<file path="src/verilog/wheel_decoder_pkg.sv">
// Constants, register map and state types of the scroll wheel phase decoder
package wheel_decoder_pkg;

	// Clocking
	localparam int unsigned SYS_CLK_HZ = 20_000_000;
	localparam int unsigned SLOW_CLK_HZ = 32_768;
	localparam int unsigned SLOW_DIV_CYCLES = SYS_CLK_HZ / SLOW_CLK_HZ;
	localparam int unsigned SLOW_DIV_W = 10;

	// Debounce: window is 2^(n+1)*3 slow periods, sampled every 2^n
	localparam int unsigned DEB_WINDOW_FACTOR = 3;
	localparam int unsigned DEB_SAMPLES = 2 * DEB_WINDOW_FACTOR;
	localparam int unsigned DEB_CNT_W = 3;
	localparam int unsigned SAMP_CNT_W = 7;

	// Register offsets
	localparam logic [7:0] OFS_EDGE_COUNT_SNAPSHOT = 8'hd0;
	localparam logic [7:0] OFS_DEBOUNCE_POLARITY_SHUTTLE_CONFIG = 8'hd1;
	localparam logic [7:0] OFS_PHASE_A_PIN_SELECT = 8'hd2;
	localparam logic [7:0] OFS_PHASE_B_PIN_SELECT = 8'hd3;
	localparam logic [7:0] OFS_SPARE_CONTROL = 8'hd6;
	localparam logic [7:0] OFS_EDGE_MODE_SELECT = 8'hd7;
	localparam logic [7:0] OFS_COUNT_LOAD_TRIGGER = 8'hd8;

	// Field positions
	localparam int unsigned FLD_FILTER_LSB = 0;
	localparam int unsigned FLD_FILTER_W = 3;
	localparam int unsigned FLD_POLARITY = 4;
	localparam int unsigned FLD_SHUTTLE = 5;
	localparam int unsigned FLD_PIN_SEL_W = 3;
	localparam int unsigned FLD_DOUBLE = 0;
	localparam int unsigned FLD_LOAD = 0;
	localparam int unsigned FLD_SPARE = 0;

	// Values after reset
	localparam logic [7:0] RST_CONFIG = 8'h00;
	localparam logic [2:0] RST_PHASE_A_SEL = 3'h0;
	localparam logic [2:0] RST_PHASE_B_SEL = 3'h1;
	localparam logic [7:0] RST_COUNT = 8'h00;

	typedef struct packed {
		logic wr;
		logic rd;
		logic [7:0] addr;
		logic [7:0] wdata;
	} reg_req_s;

	typedef struct packed {
		logic [DEB_CNT_W-1:0] run;
		logic level;
	} filter_state_s;

	typedef struct packed {
		logic a;
		logic b;
		logic last_b;
		logic pend;
		logic dir;
		logic step;
		logic up;
	} stepper_state_s;

	typedef struct packed {
		logic [7:0] sync1;
		logic [7:0] sync2;
		logic [SLOW_DIV_W-1:0] div_cnt;
		logic slow_tick;
		logic [SAMP_CNT_W-1:0] samp_cnt;
		logic samp_en;
		logic phase_a_raw;
		logic phase_b_raw;
		logic [7:0] count;
		logic [7:0] snapshot;
		logic [FLD_FILTER_W-1:0] filter_n;
		logic polarity;
		logic shuttle;
		logic [FLD_PIN_SEL_W-1:0] sel_a;
		logic [FLD_PIN_SEL_W-1:0] sel_b;
		logic spare;
		logic dbl;
		logic [7:0] rdata;
	} top_state_s;

endpackage

</file>
<file path="src/verilog/phase_filter.sv">
// Debounce filter for one wheel phase, stepped by the sample enable
`timescale 1ns/100ps
module phase_filter #(
	parameter int unsigned SAMPLES = wheel_decoder_pkg::DEB_SAMPLES
) (
	input wire logic sys_clk_i,
	input wire logic srst_i,
	input wire logic samp_en_i,
	input wire logic raw_i,
	output logic level_o
);

	localparam logic [wheel_decoder_pkg::DEB_CNT_W-1:0] LAST_RUN =
		wheel_decoder_pkg::DEB_CNT_W'(SAMPLES - 1);

	wheel_decoder_pkg::filter_state_s s_q, s_d;

	always_comb begin
		s_d = s_q;
		if (samp_en_i) begin
			if (raw_i == s_q.level) begin
				// Any glitch back to the held level restarts the window
				s_d.run = '0;
			end else if (s_q.run == LAST_RUN) begin
				// New level held for the whole window
				s_d.level = raw_i;
				s_d.run = '0;
			end else begin
				s_d.run = s_q.run + 1'b1;
			end
		end
	end

	always_ff @(posedge sys_clk_i) begin
		if (srst_i) begin
			s_q <= '0;
		end else begin
			s_q <= s_d;
		end
	end

	assign level_o = s_q.level;

endmodule

</file>
<file path="src/verilog/edge_stepper.sv">
// Turns filtered phase levels into count steps with a direction
`timescale 1ns/100ps
module edge_stepper (
	input wire logic sys_clk_i,
	input wire logic srst_i,
	input wire logic phase_a_i,
	input wire logic phase_b_i,
	input wire logic dbl_i,
	input wire logic shuttle_i,
	output logic step_o,
	output logic up_o
);

	wheel_decoder_pkg::stepper_state_s s_q, s_d;
	logic a_chg, b_chg;

	assign a_chg = phase_a_i ^ s_q.a;
	assign b_chg = phase_b_i ^ s_q.b;

	always_comb begin
		s_d = s_q;
		s_d.a = phase_a_i;
		s_d.b = phase_b_i;
		s_d.step = 1'b0;
		s_d.up = s_q.up;
		// Leaving shuttle mode drops a half-seen pulse pair
		s_d.pend = s_q.pend && shuttle_i;
		if (shuttle_i) begin
			// Pulses never overlap: pulses pair up, the second one of a pair
			// gives the step, so a steady turn counts every pair the same way
			if (a_chg && phase_a_i && !b_chg) begin
				s_d.step = s_q.pend && s_q.last_b;
				s_d.up = 1'b0;
				s_d.dir = 1'b0;
				s_d.pend = !(s_q.pend && s_q.last_b);
				s_d.last_b = 1'b0;
			end else if (b_chg && phase_b_i && !a_chg) begin
				s_d.step = s_q.pend && !s_q.last_b;
				s_d.up = 1'b1;
				s_d.dir = 1'b1;
				s_d.pend = !(s_q.pend && !s_q.last_b);
				s_d.last_b = 1'b1;
			end else if ((a_chg ^ b_chg) && dbl_i) begin
				// Falling edge of the last pulse seen, counted or not, stepped in its direction
				s_d.step = 1'b1;
				s_d.up = s_q.dir;
			end
		end else if (a_chg && !b_chg) begin
			// Both phases moving at once is illegal and dropped
			s_d.step = dbl_i || (phase_a_i == phase_b_i);
			s_d.up = (phase_a_i != phase_b_i);
		end else if (b_chg && !a_chg) begin
			s_d.step = dbl_i || (phase_a_i == phase_b_i);
			s_d.up = (phase_a_i == phase_b_i);
		end
	end

	always_ff @(posedge sys_clk_i) begin
		if (srst_i) begin
			s_q <= '0;
		end else begin
			s_q <= s_d;
		end
	end

	assign step_o = s_q.step;
	assign up_o = s_q.up;

endmodule

</file>
<file path="src/verilog/wheel_phase_decoder.sv">
// Scroll wheel phase decoder: pin select, debounce, edge count, registers
// Summary of operation
// - Filter field sets debounce window; shorter disturbances never change the count.
// - Polarity bit gives idle level: 0 rests low, 1 rests high.
// - Shuttle bit on lets non-overlapping phase pulses still decode rotation.
// - Sampling, filtering and counting run off the 32 kHz rate.
// - Levels shorter than 2^(n+1)*3 slow periods are treated as jitter.
// - Phases are sampled every 2^n slow periods.
// - Snapshot register shows counted edges; reading it clears it.
// - Per-phase 3-bit pin selector; A resets to 0, B to 1.
// - Edge mode bit 0 set selects double accuracy, clear selects common.
// - Writing 1 to load bit 0 copies internal counter into snapshot.
// - Common mode steps once after same edge kind seen on both phases.
// - Double mode steps on every edge, two counts per detent, with shuttle off.
// - Internal counter is hidden; snapshot changes only on load request or when it is read.
// - Block reset from the system reset register clears the internal counter.
`timescale 1ns/100ps
module wheel_phase_decoder #(
	parameter int unsigned SLOW_DIV = wheel_decoder_pkg::SLOW_DIV_CYCLES,
	parameter int unsigned DEB_SAMPLES = wheel_decoder_pkg::DEB_SAMPLES
) (
	input wire logic sys_clk_i,
	input wire logic srst_i,
	input wire logic block_reset_i,
	input wire wheel_decoder_pkg::reg_req_s reg_req_i,
	output logic [7:0] reg_rdata_o,
	input wire logic [7:0] port_pins_i
);

	localparam logic [wheel_decoder_pkg::SLOW_DIV_W-1:0] DIV_LAST =
		wheel_decoder_pkg::SLOW_DIV_W'(SLOW_DIV - 1);

	wheel_decoder_pkg::top_state_s s_q, s_d;

	logic phase_a_filt;
	logic phase_b_filt;
	logic step;
	logic step_up;
	logic [wheel_decoder_pkg::SAMP_CNT_W-1:0] samp_last;
	logic [7:0] cfg_view;

	// Sample period in slow ticks minus one, i.e. 2^n - 1
	assign samp_last = wheel_decoder_pkg::SAMP_CNT_W'((8'h01 << s_q.filter_n) - 8'h01);

	assign cfg_view = {
		2'b00,
		s_q.shuttle,
		s_q.polarity,
		1'b0,
		s_q.filter_n
	};

	phase_filter #(
		.SAMPLES(DEB_SAMPLES)
	) u_filter_a (
		.sys_clk_i(sys_clk_i),
		.srst_i(srst_i),
		.samp_en_i(s_q.samp_en),
		.raw_i(s_q.phase_a_raw),
		.level_o(phase_a_filt)
	);

	phase_filter #(
		.SAMPLES(DEB_SAMPLES)
	) u_filter_b (
		.sys_clk_i(sys_clk_i),
		.srst_i(srst_i),
		.samp_en_i(s_q.samp_en),
		.raw_i(s_q.phase_b_raw),
		.level_o(phase_b_filt)
	);

	edge_stepper u_stepper (
		.sys_clk_i(sys_clk_i),
		.srst_i(srst_i),
		.phase_a_i(phase_a_filt),
		.phase_b_i(phase_b_filt),
		.dbl_i(s_q.dbl),
		.shuttle_i(s_q.shuttle),
		.step_o(step),
		.up_o(step_up)
	);

	always_comb begin
		s_d = s_q;

		// Pins are asynchronous to the system clock
		s_d.sync1 = port_pins_i;
		s_d.sync2 = s_q.sync1;

		// Slow tick stands in for the 32 kHz clock, keeps one clock tree
		s_d.slow_tick = 1'b0;
		if (s_q.div_cnt == DIV_LAST) begin
			s_d.div_cnt = '0;
			s_d.slow_tick = 1'b1;
		end else begin
			s_d.div_cnt = s_q.div_cnt + 1'b1;
		end

		// Sample enable every 2^n slow ticks
		s_d.samp_en = 1'b0;
		if (s_q.slow_tick) begin
			if (s_q.samp_cnt >= samp_last) begin
				s_d.samp_cnt = '0;
				s_d.samp_en = 1'b1;
			end else begin
				s_d.samp_cnt = s_q.samp_cnt + 1'b1;
			end
		end

		// Pin select, then fold idle level to low for the filters
		s_d.phase_a_raw = s_q.sync2[s_q.sel_a] ^ s_q.polarity;
		s_d.phase_b_raw = s_q.sync2[s_q.sel_b] ^ s_q.polarity;

		// Internal counter, wraps modulo 256
		if (block_reset_i) begin
			s_d.count = wheel_decoder_pkg::RST_COUNT;
		end else if (step) begin
			if (step_up) begin
				s_d.count = s_q.count + 8'h01;
			end else begin
				s_d.count = s_q.count - 8'h01;
			end
		end

		// Register writes
		if (reg_req_i.wr) begin
			case (reg_req_i.addr)
				wheel_decoder_pkg::OFS_DEBOUNCE_POLARITY_SHUTTLE_CONFIG: begin
					s_d.filter_n = reg_req_i.wdata[wheel_decoder_pkg::FLD_FILTER_LSB +:
						wheel_decoder_pkg::FLD_FILTER_W];
					s_d.polarity = reg_req_i.wdata[wheel_decoder_pkg::FLD_POLARITY];
					s_d.shuttle = reg_req_i.wdata[wheel_decoder_pkg::FLD_SHUTTLE];
				end
				wheel_decoder_pkg::OFS_PHASE_A_PIN_SELECT: begin
					s_d.sel_a = reg_req_i.wdata[wheel_decoder_pkg::FLD_PIN_SEL_W-1:0];
				end
				wheel_decoder_pkg::OFS_PHASE_B_PIN_SELECT: begin
					s_d.sel_b = reg_req_i.wdata[wheel_decoder_pkg::FLD_PIN_SEL_W-1:0];
				end
				wheel_decoder_pkg::OFS_SPARE_CONTROL: begin
					s_d.spare = reg_req_i.wdata[wheel_decoder_pkg::FLD_SPARE];
				end
				wheel_decoder_pkg::OFS_EDGE_MODE_SELECT: begin
					s_d.dbl = reg_req_i.wdata[wheel_decoder_pkg::FLD_DOUBLE];
				end
				wheel_decoder_pkg::OFS_COUNT_LOAD_TRIGGER: begin
					// Only path that copies the count into the snapshot
					if (reg_req_i.wdata[wheel_decoder_pkg::FLD_LOAD]) begin
						s_d.snapshot = s_q.count;
					end
				end
				default: begin
				end
			endcase
		end

		// Register reads, data stand one cycle later
		s_d.rdata = 8'h00;
		if (reg_req_i.rd) begin
			case (reg_req_i.addr)
				wheel_decoder_pkg::OFS_EDGE_COUNT_SNAPSHOT: begin
					s_d.rdata = s_q.snapshot;
					s_d.snapshot = wheel_decoder_pkg::RST_COUNT;
				end
				wheel_decoder_pkg::OFS_DEBOUNCE_POLARITY_SHUTTLE_CONFIG: begin
					s_d.rdata = cfg_view;
				end
				wheel_decoder_pkg::OFS_PHASE_A_PIN_SELECT: begin
					s_d.rdata = {5'h00, s_q.sel_a};
				end
				wheel_decoder_pkg::OFS_PHASE_B_PIN_SELECT: begin
					s_d.rdata = {5'h00, s_q.sel_b};
				end
				wheel_decoder_pkg::OFS_SPARE_CONTROL: begin
					s_d.rdata = {7'h00, s_q.spare};
				end
				wheel_decoder_pkg::OFS_EDGE_MODE_SELECT: begin
					s_d.rdata = {7'h00, s_q.dbl};
				end
				default: begin
					// Load trigger is self-clearing; unmapped reads zero
					s_d.rdata = 8'h00;
				end
			endcase
		end
	end

	always_ff @(posedge sys_clk_i) begin
		if (srst_i) begin
			s_q <= '0;
			s_q.filter_n <= wheel_decoder_pkg::RST_CONFIG[2:0];
			s_q.polarity <= wheel_decoder_pkg::RST_CONFIG[wheel_decoder_pkg::FLD_POLARITY];
			s_q.shuttle <= wheel_decoder_pkg::RST_CONFIG[wheel_decoder_pkg::FLD_SHUTTLE];
			s_q.sel_a <= wheel_decoder_pkg::RST_PHASE_A_SEL;
			s_q.sel_b <= wheel_decoder_pkg::RST_PHASE_B_SEL;
			s_q.count <= wheel_decoder_pkg::RST_COUNT;
			s_q.snapshot <= wheel_decoder_pkg::RST_COUNT;
		end else begin
			s_q <= s_d;
		end
	end

	assign reg_rdata_o = s_q.rdata;

endmodule

</file>
<file path="config.mk">
export PLATFORM = sky130hd
export DESIGN_NAME = wheel_phase_decoder
export DESIGN_NICKNAME = d
export VERILOG_FILES = /design/src/verilog/wheel_decoder_pkg.sv /design/src/verilog/phase_filter.sv /design/src/verilog/edge_stepper.sv /design/src/verilog/wheel_phase_decoder.sv
export SDC_FILE = /design/constraint.sdc
export NUM_CORES = 1
export LEC_CHECK = 0
export ABC_AREA = 1
export BUFFER_PORTS_ARGS = -buffer_cell sky130_fd_sc_hd__buf_2
export CORE_MARGIN = 1
export CORE_UTILIZATION = 33
export CTS_CLUSTER_DIAMETER = 150
export DETAILED_ROUTE_END_ITERATION = 7
export PLACE_DENSITY = 0.45
export REMOVE_ABC_BUFFERS = 1
export SYNTH_ARGS = -nofsm -noshare
export SYNTH_HDL_FRONTEND = slang
export SYNTH_SLANG_ARGS = --single-unit
</file>
<file path="constraint.sdc">
create_clock -name sys_clk_i -period 2.03 [get_ports sys_clk_i]
set_input_delay 0.406 -clock sys_clk_i [delete_from_list [all_inputs] [get_ports sys_clk_i]]
set_output_delay 0.406 -clock sys_clk_i [all_outputs]
set_load 0.01 [all_outputs]
</file>
== After elaboration in Yosys (flattened, before gate mapping) ==
Index checks and enable logic that the tools add are counted.
Cells by class
  add/subtract/negate cells: 7
  $mul: 0
  div/mod/pow operators: 0
  $lt $le $gt $ge: 3
  eq/ne operators: 15
  shifts and indexed selects: 1
  multiplexer cells: 31
  bitwise gates (word level): 9
  reductions and logical operators: 31
Operators with widths (number)
  $eq A8 B8 Y1 const B: 7
  $pmux W8 S6: 1
  $mux W8: 5
  $mux W21: 1
  $mux W3: 7
  $reduce_and A2 Y1: 7
  $mux W2: 6
  $add A10 B1 Y10 const B: 1
  $eq A10 B10 Y1 const B: 1
  $logic_and A1 B1 Y1: 10
  $mux W5: 2
  $add A8 B1 Y8 const B: 1
  $lt A3 B4 Y1 const B: 2
  $reduce_or A2 Y1: 4
  $sub A8 B1 Y8 const B: 1
  $add A7 B1 Y7 const B: 1
  $ge A7 B7 Y1: 1
  $mux W7: 1
  $shl A1 B3 Y7 const A: 1
  $sub A7 B1 Y7 const B: 1
  $add A3 B1 Y3 const B: 2
  $bmux W1 S3: 2
  $eq A3 B3 Y1 const B: 2
  $mux W1: 6
  10 further kinds: 24
Storage, ports and cells
  bits in registers: 89
  latch bits: 0
  bits in writable memories: 0
  ROM bits: 0
  output and inout port bits: 8
  word-level logic and storage cells: 126
  memories: 0

== Longest topological paths before layout ==
  word-level depth: 7
  depth in mapped cells: 11

== Hierarchy ==
From an unflattened synthesis, not the netlist that was laid out.
Second synthesis, totals
  cell total of the unflattened synthesis: 621
  area total of the unflattened synthesis: 4381.7 sq um
By module, submodules not included
  wheel_phase_decoder: times used 1, cells each 489, area each 3562.2 sq um
  phase_filter: times used 2, cells each 34, area each 209.0 sq um
  edge_stepper: times used 1, cells each 64, area each 401.6 sq um

== Worst setup path after synthesis ==
No wires, ideal clock.
  path kind: register -> register
  start point: register u_stepper.s_q (netlist bit u_stepper.up_o)
  end point: register s_q[34] (netlist name)
  setup time: 0.113 ns
  arrival: 1.472 ns
  data required time: 1.917 ns
  slack: 0.445 ns
  cell stages (with the launch flop): 10
  buffers on the path: 0
  cell sequence: dfxtp_1 -> inv_1 -> ha_1 -> or2_2 -> nand3b_1 -> nand2_1 -> nand2_1 -> nand2_1 -> o21ai_1 -> inv_1
Between the ends
  word-level cells in the longest chain between the ends: 1
RTL lines
  start: declaration: line edge_stepper.sv:14  | wheel_decoder_pkg::stepper_state_s s_q, s_d;
  start signal: assignment: line edge_stepper.sv:60  | s_q <= '0;
  start signal: assignment: line edge_stepper.sv:62  | s_q <= s_d;
  $mux W8: line wheel_phase_decoder.sv:119  | if (step_up) begin
  end: declaration: line wheel_phase_decoder.sv:33  | wheel_decoder_pkg::top_state_s s_q, s_d;
Every way passes these cells.
A chain may end at the register's enable or synchronous reset.

== Worst setup path in the final report ==
Ends and elaborated chain as after synthesis.

==> impl_metrics.ini <==
[outcome]
outcome = finished, final reports clean

[power_and_ir_drop]
power.density_nw_per_um2 = 734
ir_drop_uv = 559
p_leak_nw = 2.21

[placement]
pre_cts_ws_ns = 0.265
port_buffers = 33
dp_cells = 782
dp_hpwl_mm = 6.92
gp_congestion = 0.768

[yosys]
yosys_warnings = 0
yosysTopAreaCellShare_pct = 41.1
ys_types = 38
syn_inst = 595
yosysSeqAreaShare_pct = 41.1
avgSynthCellArea_um2 = 7.21
ys_ff_latch = 88
yosysTopAreaCell = dfxtp_1
synth_top_cells_by_area = dfxtp_1, nand2_1, nor2_1, inv_1, ha_1
async_flop_share_pct = 0
synth-edff-count = 0
synth_area_um2 = 4290
ys.flop_type = dfxtp_1

[timing]
drv_slew = 0
holdWs_ns = 0.253
skew_ns = 0.00653
hold_violations = 0
timing.final.ws_setup_ns = 0.279
fin_crit_ns = 1.75
setup_viol = 0
slew_headroom_pct = 64.9
fmax_ghz = 0.571
fin_tns_setup_ns = 0
tightest_slew_ns = 0.526
rsz0062_at_grt = false
final.period_utilization_pct = 86.2

[worst_setup_path]
crit_path_frequent_cell = nand2_1
crit_chain = inv_1 > ha_1 > or2_2 > nand3b_1 > nand2_1 > nand2_1 > nand2_1 > o21ai_1 > inv_1
slowest_stage = ha_1
worst-path-max-fanout = 8
cp_data_required_time_ns = 2.28
r2r_cells = 9
r2r-start = u_stepper.up_o
slowest_delay_ns = 0.34
endpoint_kind = flop
regToRegEndpoint = s_q[34]
r2r_slack_ns = 0.28
crit_arrival_ns = 2.00
path_class = reg -> reg
cp-start-kind = flop

[final_layout]
areaGrowthSynthToFinish_pct = 13.2
final_cell_mix = nand2_1, nor2_1, inv_1, dfxtp_1, buf_2
finalNonFillerCells = 797
final_layout_size_suffix_gt1_share_pct = 10.6
diodes = 0
nets = 671

[global_route]
grt_use_total_pct = 15.4
grt_pass1_wl_mm = 15.6
overflow = 0
antenna_found_initial = 1
grt_pass1_vias = 3285
grt_max_degree = 23

[floorplanning]
start_util_pct = 33.9
ios = 37
die_w_um = 116
die_y_um = 116
core_um2 = 12700
rows = 41
fp.dieArea_um2 = 13500

[run]
max_cap_violations = 0

[clock_tree]
cts_setup_buffers = 0
clk_pin_slew_ns = 0.06
hold_buffers = 0
cts_resized = 0
cts_tree = yes
clock_path_buffers = 2
cts_root_buf = clkbuf_16
clock_sinks = 88
numCtsBuffers = 9
htree_levels = 3
clk_latency_ns = 0.35

[detailed_routing]
vias = 3529
first_iter_violations = 203
first_pass_iters = 4
viasPerCell = 4.43
ant_nets = 0
wirelength_mm = 9.13
wire_per_inst_um = 11.5
drc = 0

[min_path]
hold_end = s_d[60]
hold_class = in -> reg
hold_path_depth = 3
worstHoldStart = port_pins_i[2]
## power breakdown
group          leakage, nW  total (mW)  internal (mW)  switching [mW]
Clock                0.134        1.66          0.952           0.711
Combinational         1.36       0.139         0.0471          0.0915
Sequential           0.713        1.76           1.75          0.0107
## worst max-delay path by stage
stage	from	end
final	u_stepper.up_o	s_q[34]
after global routing	u_stepper.up_o	s_q[34]
after CTS	u_stepper.up_o	s_q[34]
after detailed placement	u_stepper.up_o	s_q[34]
after global placement	u_stepper.up_o	s_q[34]
after floorplan	u_stepper.up_o	s_q[34]
## critical path: cells and delay by family, from the launching register on
kind | cells | cell delay, ns
flip-flops | 1 | 0.32
buffers and inverters | 2 | 0.28
AO/OA/AOI/OAI | 1 | 0.12
adder cells (fa/ha/maj) | 1 | 0.34
AND/OR/NAND/NOR | 5 | 0.59
## sequential cells by signal, summed over array words and instances (netlist names)
name,cells
s_d,8
cfg_view,5
u_filter_b.s_q,3
u_filter_a.s_q,3
s_q,53
reg_rdata_o,8
u_filter_b.level_o,1
u_stepper.step_o,1
u_filter_a.level_o,1
u_stepper.s_q,4
u_stepper.up_o,1
## final cells by class
cell class	instances	area [µm²]
Tap cell	172	215
Fill cell	1373	7820
Clock inverter	6	70.1
Timing Repair Buffer	35	180
Sequential cell	88	1760
Clock buffer	9	225
Multi-Input combinational cell	396	2060
Inverter	91	342
## kinds of logic after synthesis
logic type | after synthesis | synth area share, %
compound gates | 68 | 8.84
xor+xnor | 20 | 4.08
fa+ha+maj | 21 | 6.30
buf+inv | 111 | 10.9
flops | 88 | 41.1
mux | 1 | 0.233
simple gates | 286 | 28.6
## cell usage after synthesis, drive strengths merged, types with 6 or more instances
master    n
o21ai    26
nand4     9
inv      91
a31oi     6
nand2   112
buf      15
xor2     11
nor2    112
nand3    30
nor3     15
a21oi    25
ha       20
xnor2     9
dfxtp    88
## routing by layer
layer	share of wire (%)	track usage, %
met5	0.12	0
met4	2.1	7.18
met3	3.7	4.24
met2	46	25.1
met1	48	18.8
## per-stage QoR
stage               power (mW)  util, %  area (µm²)
finish                    3.56     38.3        4850
global route              3.72     38.3        4850
CTS                       3.63     38.3        4850
detailed placement        1.94     36.0        4560
global placement          1.94     36.0        4560
floorplan                 1.87        -        4160
No activity file was read; power rests on OpenSTA's default activity.
